[config.mk]
export PLATFORM = sky130hd
export DESIGN_NAME = sfsp_status_stack
export DESIGN_NICKNAME = d
export VERILOG_FILES = /design/src/hdl/sfsp_pkg.sv /design/src/hdl/sfsp_status_stack.sv
export SDC_FILE = /design/constraint.sdc
export NUM_CORES = 1
export LEC_CHECK = 0
export ABC_AREA = 1
export BUFFER_PORTS_ARGS = -buffer_cell sky130_fd_sc_hd__buf_4
export CORE_MARGIN = 2
export CORE_UTILIZATION = 40
export DETAILED_ROUTE_END_ITERATION = 6
export PLACE_DENSITY = 0.6
export SKIP_CTS_REPAIR_TIMING = 1
export SLEW_MARGIN = 20
export SYNTH_ARGS = -nofsm -noshare
export SYNTH_HDL_FRONTEND = slang
export SYNTH_SLANG_ARGS = --single-unit
[constraint.sdc]
create_clock -name mclk_in -period 5.15 [get_ports mclk_in]
set_input_delay 0.7725 -clock mclk_in [delete_from_list [all_inputs] [get_ports mclk_in]]
set_output_delay 0.7725 -clock mclk_in [all_outputs]
set_load 0.02 [all_outputs]
[src/hdl/sfsp_pkg.sv]
`default_nettype none
// ****************************************************************
// Register map and field layout
// ****************************************************************
package sfsp_pkg;
   localparam logic [7:0] SFSP_STACK_POINTER_ADDR = 8'h81;
   localparam logic [7:0] SFSP_STATUS_WORD_ADDR = 8'hD0;
   localparam logic [7:0] SFSP_MAIN_OPERAND_ADDR = 8'hE0;
   localparam logic [7:0] SFSP_SECOND_OPERAND_ADDR = 8'hF0;
   localparam logic [7:0] SFSP_STACK_POINTER_RESET = 8'h07;
   localparam logic [7:0] SFSP_STATUS_WORD_RESET = 8'h00;
   localparam logic [7:0] SFSP_MAIN_OPERAND_RESET = 8'h00;
   localparam logic [7:0] SFSP_SECOND_OPERAND_RESET = 8'h00;
   localparam int SFSP_CARRY_BIT = 7;
   localparam int SFSP_NIBBLE_BIT = 6;
   localparam int SFSP_USER0_BIT = 5;
   localparam int SFSP_BANK_HI_BIT = 4;
   localparam int SFSP_BANK_LO_BIT = 3;
   localparam int SFSP_RANGE_BIT = 2;
   localparam int SFSP_USER1_BIT = 1;
   localparam int SFSP_PARITY_BIT = 0;
   localparam logic [7:0] SFSP_BANK_BYTES = 8'h08;
   typedef enum logic [2:0] {
      SFSP_OP_NONE, SFSP_OP_ADD, SFSP_OP_ADDC, SFSP_OP_SUBB, SFSP_OP_MUL, SFSP_OP_DIV
   } sfsp_op_t;
   typedef enum logic [1:0] {SFSP_STK_IDLE, SFSP_STK_PUSH, SFSP_STK_POP} sfsp_stk_t;
endpackage
`default_nettype wire

[src/hdl/sfsp_status_stack.sv]
`default_nettype none
module sfsp_status_stack
   import sfsp_pkg::*;
(
   input wire logic mclk_in,
   input wire logic reset_in,
   input wire logic sfr_wr_in,
   input wire logic [7:0] sfr_addr_in,
   input wire logic [7:0] sfr_wdata_in,
   output logic [7:0] sfr_rdata_out,
   output logic sfr_hit_out,
   input wire sfsp_op_t op_in,
   input wire logic [7:0] op_a_in,
   input wire logic [7:0] op_b_in,
   input wire logic main_load_in,
   input wire logic [7:0] main_value_in,
   input wire logic second_load_in,
   input wire logic [7:0] second_value_in,
   input wire sfsp_stk_t stack_op_in,
   output logic [7:0] stack_addr_out,
   output logic stack_wr_out,
   output logic stack_rd_out,
   input wire logic [2:0] reg_index_in,
   output logic [7:0] reg_addr_out,
   output logic [7:0] stack_pointer_out,
   output logic [7:0] status_word_out,
   output logic [7:0] main_operand_out
);
   // ****************************************************************
   // Storage
   // ****************************************************************
   logic [7:0] stack_pointer;
   logic [7:0] status_word_reg;
   logic [7:0] main_operand_reg;
   logic [7:0] second_operand_reg;
   logic [8:0] sum9;
   logic [4:0] sum5;
   logic [15:0] product;
   logic carry_in;
   logic next_carry, next_nibble, next_range;
   logic arith;
   logic parity;
   logic [7:0] status_view;
   logic [7:0] next_stack_pointer;
   logic [7:0] stack_push_addr;

   assign carry_in = (op_in == SFSP_OP_ADD) ? 1'b0 : status_word_reg[SFSP_CARRY_BIT];
   assign product = op_a_in * op_b_in;
   assign parity = ^main_operand_reg;
   assign status_view = {status_word_reg[7:1], parity};
   assign stack_push_addr = stack_pointer + 8'h01;

   // ****************************************************************
   // Flag arithmetic
   // ****************************************************************
   always_comb begin
      sum9 = 9'h000;
      sum5 = 5'h00;
      next_carry = status_word_reg[SFSP_CARRY_BIT];
      next_nibble = status_word_reg[SFSP_NIBBLE_BIT];
      next_range = status_word_reg[SFSP_RANGE_BIT];
      arith = 1'b1;
      case (op_in)
         SFSP_OP_ADD, SFSP_OP_ADDC: begin
            sum9 = {1'b0, op_a_in} + {1'b0, op_b_in} + {8'h00, carry_in};
            sum5 = {1'b0, op_a_in[3:0]} + {1'b0, op_b_in[3:0]} + {4'h0, carry_in};
            next_carry = sum9[8];
            next_nibble = sum5[4];
            next_range = (op_a_in[7] == op_b_in[7]) && (sum9[7] != op_a_in[7]);
         end
         SFSP_OP_SUBB: begin
            sum9 = {1'b0, op_a_in} - {1'b0, op_b_in} - {8'h00, carry_in};
            sum5 = {1'b0, op_a_in[3:0]} - {1'b0, op_b_in[3:0]} - {4'h0, carry_in};
            next_carry = sum9[8];
            next_nibble = sum5[4];
            next_range = (op_a_in[7] != op_b_in[7]) && (sum9[7] != op_a_in[7]);
         end
         SFSP_OP_MUL: begin
            next_carry = 1'b0;
            next_range = (product[15:8] != 8'h00);
         end
         SFSP_OP_DIV: begin
            next_carry = 1'b0;
            next_range = (op_b_in == 8'h00);
         end
         default: arith = 1'b0;
      endcase
   end

   // ****************************************************************
   // Status word; parity bit is never stored, it is live from the accumulator
   // ****************************************************************
   always_ff @(posedge mclk_in) begin
      if (reset_in) begin
         status_word_reg <= SFSP_STATUS_WORD_RESET;
      end else if (sfr_wr_in && sfr_addr_in == SFSP_STATUS_WORD_ADDR) begin
         status_word_reg <= {sfr_wdata_in[7:1], 1'b0};
      end else if (arith) begin
         // User flags and bank select untouched by arithmetic
         status_word_reg[SFSP_CARRY_BIT] <= next_carry;
         status_word_reg[SFSP_NIBBLE_BIT] <= next_nibble;
         status_word_reg[SFSP_RANGE_BIT] <= next_range;
      end
   end

   always_ff @(posedge mclk_in) begin
      if (reset_in) begin
         main_operand_reg <= SFSP_MAIN_OPERAND_RESET;
      end else if (sfr_wr_in && sfr_addr_in == SFSP_MAIN_OPERAND_ADDR) begin
         main_operand_reg <= sfr_wdata_in;
      end else if (main_load_in) begin
         main_operand_reg <= main_value_in;
      end
   end

   always_ff @(posedge mclk_in) begin
      if (reset_in) begin
         second_operand_reg <= SFSP_SECOND_OPERAND_RESET;
      end else if (sfr_wr_in && sfr_addr_in == SFSP_SECOND_OPERAND_ADDR) begin
         second_operand_reg <= sfr_wdata_in;
      end else if (second_load_in) begin
         second_operand_reg <= second_value_in;
      end
   end

   // ****************************************************************
   // Stack pointer; wraps mod 256 so any byte of data memory is reachable
   // ****************************************************************
   always_comb begin
      next_stack_pointer = stack_pointer;
      if (sfr_wr_in && sfr_addr_in == SFSP_STACK_POINTER_ADDR) begin
         next_stack_pointer = sfr_wdata_in;
      end else if (stack_op_in == SFSP_STK_PUSH) begin
         next_stack_pointer = stack_push_addr;
      end else if (stack_op_in == SFSP_STK_POP) begin
         next_stack_pointer = stack_pointer - 8'h01;
      end
   end

   always_ff @(posedge mclk_in) begin
      if (reset_in) begin
         stack_pointer <= SFSP_STACK_POINTER_RESET;
      end else begin
         stack_pointer <= next_stack_pointer;
      end
   end

   // Push writes at the incremented pointer, pop reads at the current one
   always_comb begin
      stack_wr_out = !reset_in && stack_op_in == SFSP_STK_PUSH;
      stack_rd_out = !reset_in && stack_op_in == SFSP_STK_POP;
      stack_addr_out = (stack_op_in == SFSP_STK_PUSH) ? stack_push_addr : stack_pointer;
   end

   // ****************************************************************
   // Working register bank address
   // ****************************************************************
   assign reg_addr_out = {3'b000, status_word_reg[SFSP_BANK_HI_BIT], status_word_reg[SFSP_BANK_LO_BIT],
      reg_index_in};

   // ****************************************************************
   // Register read
   // ****************************************************************
   always_comb begin
      sfr_hit_out = 1'b1;
      if (sfr_addr_in == SFSP_STACK_POINTER_ADDR) begin
         sfr_rdata_out = stack_pointer;
      end else if (sfr_addr_in == SFSP_STATUS_WORD_ADDR) begin
         sfr_rdata_out = status_view;
      end else if (sfr_addr_in == SFSP_MAIN_OPERAND_ADDR) begin
         sfr_rdata_out = main_operand_reg;
      end else if (sfr_addr_in == SFSP_SECOND_OPERAND_ADDR) begin
         sfr_rdata_out = second_operand_reg;
      end else begin
         sfr_rdata_out = 8'h00;
         sfr_hit_out = 1'b0;
      end
   end

   assign stack_pointer_out = stack_pointer;
   assign status_word_out = status_view;
   assign main_operand_out = main_operand_reg;

   // ****************************************************************
   // Checks
   // ****************************************************************
   a_parity_live: assert property (@(posedge mclk_in) disable iff (reset_in)
      status_word_out[SFSP_PARITY_BIT] == ^main_operand_out) else $error("parity wrong");
   a_push_pre_inc: assert property (@(posedge mclk_in) disable iff (reset_in)
      (stack_op_in == SFSP_STK_PUSH && !sfr_wr_in) |-> stack_addr_out == stack_pointer + 8'h01 ##1
      stack_pointer == $past(stack_addr_out)) else $error("push not pre-incremented");
   a_pop_post_dec: assert property (@(posedge mclk_in) disable iff (reset_in)
      (stack_op_in == SFSP_STK_POP && !sfr_wr_in) |=> stack_pointer == $past(stack_addr_out) - 8'h01)
      else $error("pop not post-decremented");
   a_pointer_reset: assert property (@(posedge mclk_in) reset_in |=> stack_pointer == 8'h07)
      else $error("stack pointer reset wrong");
   a_status_reset: assert property (@(posedge mclk_in) reset_in |=> status_word_reg == 8'h00 &&
      main_operand_reg == 8'h00 && second_operand_reg == 8'h00) else $error("reset values wrong");
   a_mul_range: assert property (@(posedge mclk_in) disable iff (reset_in)
      (op_in == SFSP_OP_MUL && !sfr_wr_in) |=> status_word_reg[SFSP_RANGE_BIT] == ($past(product) > 16'd255))
      else $error("multiply overflow wrong");
   a_div_zero: assert property (@(posedge mclk_in) disable iff (reset_in)
      (op_in == SFSP_OP_DIV && !sfr_wr_in) |=> status_word_reg[SFSP_RANGE_BIT] == ($past(op_b_in) == 8'h00))
      else $error("divide overflow wrong");
   a_add_carry: assert property (@(posedge mclk_in) disable iff (reset_in)
      (op_in == SFSP_OP_ADD && !sfr_wr_in) |=> status_word_reg[SFSP_CARRY_BIT] ==
      (({1'b0, $past(op_a_in)} + {1'b0, $past(op_b_in)}) > 9'h0FF)) else $error("add carry wrong");
   a_user_keep: assert property (@(posedge mclk_in) disable iff (reset_in)
      (op_in != SFSP_OP_NONE && !sfr_wr_in) |=> $stable(status_word_reg[5:3]) && $stable(status_word_reg[1]))
      else $error("user bits changed");
   a_bank_map: assert property (@(posedge mclk_in) disable iff (reset_in)
      reg_addr_out < 8'h20 && reg_addr_out[7:3] == {3'b000, status_word_reg[4:3]})
      else $error("bank address wrong");
   c_push: cover property (@(posedge mclk_in) stack_op_in == SFSP_STK_PUSH);
   c_pop: cover property (@(posedge mclk_in) stack_op_in == SFSP_STK_POP);
   c_overflow: cover property (@(posedge mclk_in) op_in == SFSP_OP_ADD ##1 status_word_reg[SFSP_RANGE_BIT]);
endmodule
`default_nettype wire

==> impl_metrics.tcl <==
set metrics [dict create \
    peakVddDrop_mv 0.1040 \
    netlist_top_cells_area "fa_1, ha_1, inv_1, nand2_1, dfxtp_1" \
    grt_use_total_pct 21.32 \
    synth_top_area_share_pct 14.66 \
    antenna_cells 0 \
    end_kind "flip-flop" \
    p_seq_share_pct 18.3 \
    hold_path.class "flip-flop to flip-flop" \
    rr_startpoint "status_word_reg[7]" \
    finalCritPeriodShare_pct 90.17 \
    async_reset_ff_share_pct 0 \
    rows 41 \
    clockBufferDepth 2 \
    port_buffers 102 \
    postSynthAreaPerCell_um2 6.529 \
    crit_path_cell_trace "buf_4, ha_1, fa_1, inv_1, fa_1, fa_1, fa_1, inv_1, ha_1, nand2_1, nor2_1, nand2_1, nor2_1, o21ai_0, nand2_1, nand3_1, nor2_1, nand2_1, nand2_1, nand3_1, nand2_1, a21oi_1" \
    slew_headroom_pct 40.77 \
    initial_core_util_pct 40.54 \
    switching_power_mw 0.6990 \
    reg2reg_slack_ps 2880 \
    worst_pin_slew_ps 885.2 \
    ys_ff_latch 31 \
    via_count 5087 \
    r2r_cells 16 \
    period_minus_slack_ps 4644 \
    synth_ff_type "dfxtp_1" \
    detail_route.wl_per_cell_um 14.22 \
    tns_ps 0 \
    ys_seq_area_share_pct 12.28 \
    slowest_stage "fa_1" \
    crit_family "adder cells" \
    ant_nets 0 \
    routabilityCongestion 0.9567 \
    crit_buf_inv 3 \
    synth.distinct_cells 45 \
    root_buffer "clkbuf_16" \
    hold_violations 0 \
    cp_common_cell "nand2_1" \
    dpl.hpwl_um 11860 \
    startpoint "op_a_in[4]" \
    synth_area_leader_cell "fa_1" \
    clkSinkCount 31 \
    cts_tree "yes" \
    viasPerCell 4.982 \
    die_area_mm2 0.01355 \
    path_max_fanout 9 \
    grt.overflow.total 0 \
    worstPathArrival_ps 4810 \
    outcome "complete, no violations" \
    p_per_area_mw_per_mm2 249.6 \
    area_delta_synth_final_pct 18.45 \
    antenna_found_initial 0 \
    setup_viol 0 \
    clockPowerShare_pct 19.0 \
    crit_end "status_word_reg[2]" \
    synth_edf_count 0 \
    clk_pin_slew_worst_paths_ps 50 \
    grt_setup_unrepaired "no" \
    drive_gt1_share_pct 15.31 \
    cts_htree_levels 2 \
    drt_iter0_drc 337 \
    swShare_pct 46.78 \
    place_inst 1013 \
    clk_latency_ps 280 \
    grt_pass1_wl_um 22870 \
    die_h_um 116.4 \
    worstSetupPathDepth 22 \
    maxCapViolCount 0 \
    cts_made_buffers 5 \
    drt_first_pass_iters 4 \
    fin_cells 1021 \
    cp.required_ps 5320 \
    synth_area_mm2 0.005054 \
    fin_nets 1002 \
    synthCells 774 \
    grt_pass1_vias 4838 \
    worstSetupStartpointType "input port" \
    ys_warn_count 0 \
    internal_power_mw 0.7953 \
    drv_slew 0 \
    fin_worst_skew_ps 3.115 \
    die_x_um 116.4 \
    worstReg2RegEnd "status_word_reg[2]" \
    grt_max_degree 27 \
    leakage_nw 3.350 \
    combPwrFrac_pct 62.7 \
    max_freq_ghz 0.2154 \
    pin_count 112 \
    drc_errors 0 \
    crit_type "input port to flip-flop" \
    core_mm2 0.01247 \
    routed_wl_um 14510 \
    critPathMaxStageDelay_ps 550 \
]
## power by group through the flow
stage	Combinational, mW	Sequential [mW]	Clock [mW]
detailed placement	0.941	0.278	0
CTS	0.949	0.273	0.288
finish	0.937	0.273	0.284
global route	1.09	0.275	0.299
floorplan	0.688	0.285	0
global placement	0.931	0.277	0
## logic make-up (layout without fill, tap and decap cells)
group	after synthesis	in the layout	share of synthesized area, %
and+or+nand+nor	264	264	22.85
buffers and inverters	219	292	17.48
other	1	3	0.07420
xor gates and xnor gates	13	13	2.253
adders and majority gates	93	93	28.52
AOI/OAI and AO/OA	153	153	16.54
DFF	31	31	12.28
## layer usage
metal	global-route usage (%)	vias to the layer above	share of wire, %
li1	-	2556	-
met1	26.59	2370	42
met2	39.46	144	51
met3	1.868	17	4.8
met4	5.476	0	1.8
met5	0	-	0
## stage by stage
| stage | hold WS (ps) | worst slack, ps | total power, mW | cell area (um^2) | utilization [%] |
|---|---|---|---|---|---|
| after floorplan | 552.2 | 564.0 | 0.9736 | 5061 | - |
| after global placement | 517.1 | 238.2 | 1.208 | 5846 | 46.89 |
| after detailed placement | 529.6 | 187.8 | 1.219 | 5846 | 46.89 |
| after CTS | 537.4 | 464.4 | 1.510 | 5986 | 48.02 |
| after global routing | 562.6 | 173.6 | 1.661 | 5986 | 48.02 |
| final | 541.1 | 506.4 | 1.494 | 5986 | 48.02 |
## cell usage after synthesis (2+ instances only)
| cell | instances |
|---|---|
| nand2_1 | 166 |
| o211ai_1 | 5 |
| nor4_1 | 3 |
| inv_1 | 177 |
| fa_1 | 37 |
| buf_4 | 14 |
| nand4_1 | 6 |
| nor2_1 | 40 |
| ha_1 | 56 |
| inv_2 | 3 |
| o21bai_1 | 5 |
| clkbuf_1 | 19 |
| dfxtp_1 | 31 |
| xnor2_1 | 8 |
| buf_2 | 3 |
| o21ai_0 | 70 |
| nor3_2 | 2 |
| or2_2 | 2 |
| nand3b_1 | 2 |
| a21oi_1 | 53 |
| a31oi_1 | 3 |
| nor2_4 | 4 |
| nor3_1 | 7 |
| xor2_1 | 5 |
| o22ai_1 | 9 |
| nand3_1 | 25 |
## cell usage in the layout, fill, tap and decap left out, types with 2 or more instances in the layout
cell type / n
a21oi_1: 53
a31oi_1: 3
buf_4: 102
clkbuf_16: 5
clkinv_2: 4
conb_1: 3
dfxtp_1: 31
fa_1: 37
ha_1: 56
inv_1: 177
inv_2: 3
nand2_1: 166
nand3_1: 25
nand3b_1: 2
nand4_1: 6
nor2_1: 40
nor2_4: 4
nor3_1: 7
nor3_2: 2
nor4_1: 3
o211ai_1: 5
o21ai_0: 70
o21bai_1: 5
o22ai_1: 9
or2_2: 2
xnor2_1: 8
xor2_1: 5
## final cells by class
type                            instances  area [um^2]
Tap cell                              172        215.2
Clock inverter                          3        15.01
Sequential cell                        31        620.6
Clock buffer                            5        125.1
Fill cell                            1328         6480
Timing Repair Buffer                  102        765.7
Multi-Input combinational cell        526         3557
Inverter                              182        686.9
## worst min path at each step
stage / start / end / slack, ps / cells after the start
2_1_floorplan: status_word_reg[2] / status_word_reg[2] / 550 / 2
3_3_place_gp: status_word_reg[2] / status_word_reg[2] / 520 / 2
3_5_place_dp: status_word_reg[6] / status_word_reg[6] / 530 / 2
4_1_cts: status_word_reg[6] / status_word_reg[6] / 540 / 2
5_1_grt: status_word_reg[2] / status_word_reg[2] / 560 / 2
6_report: status_word_reg[6] / status_word_reg[6] / 540 / 2
## worst reg2reg max path: cells and delay by family (launching register included)
kind | cells | cell delay (ps)
and+or+nand+nor | 11 | 820
DFF | 1 | 420
buffers and inverters | 1 | 70
adders and majority gates | 2 | 650
AOI/OAI and AO/OA | 2 | 250
Power figures use the tool's default switching activity.
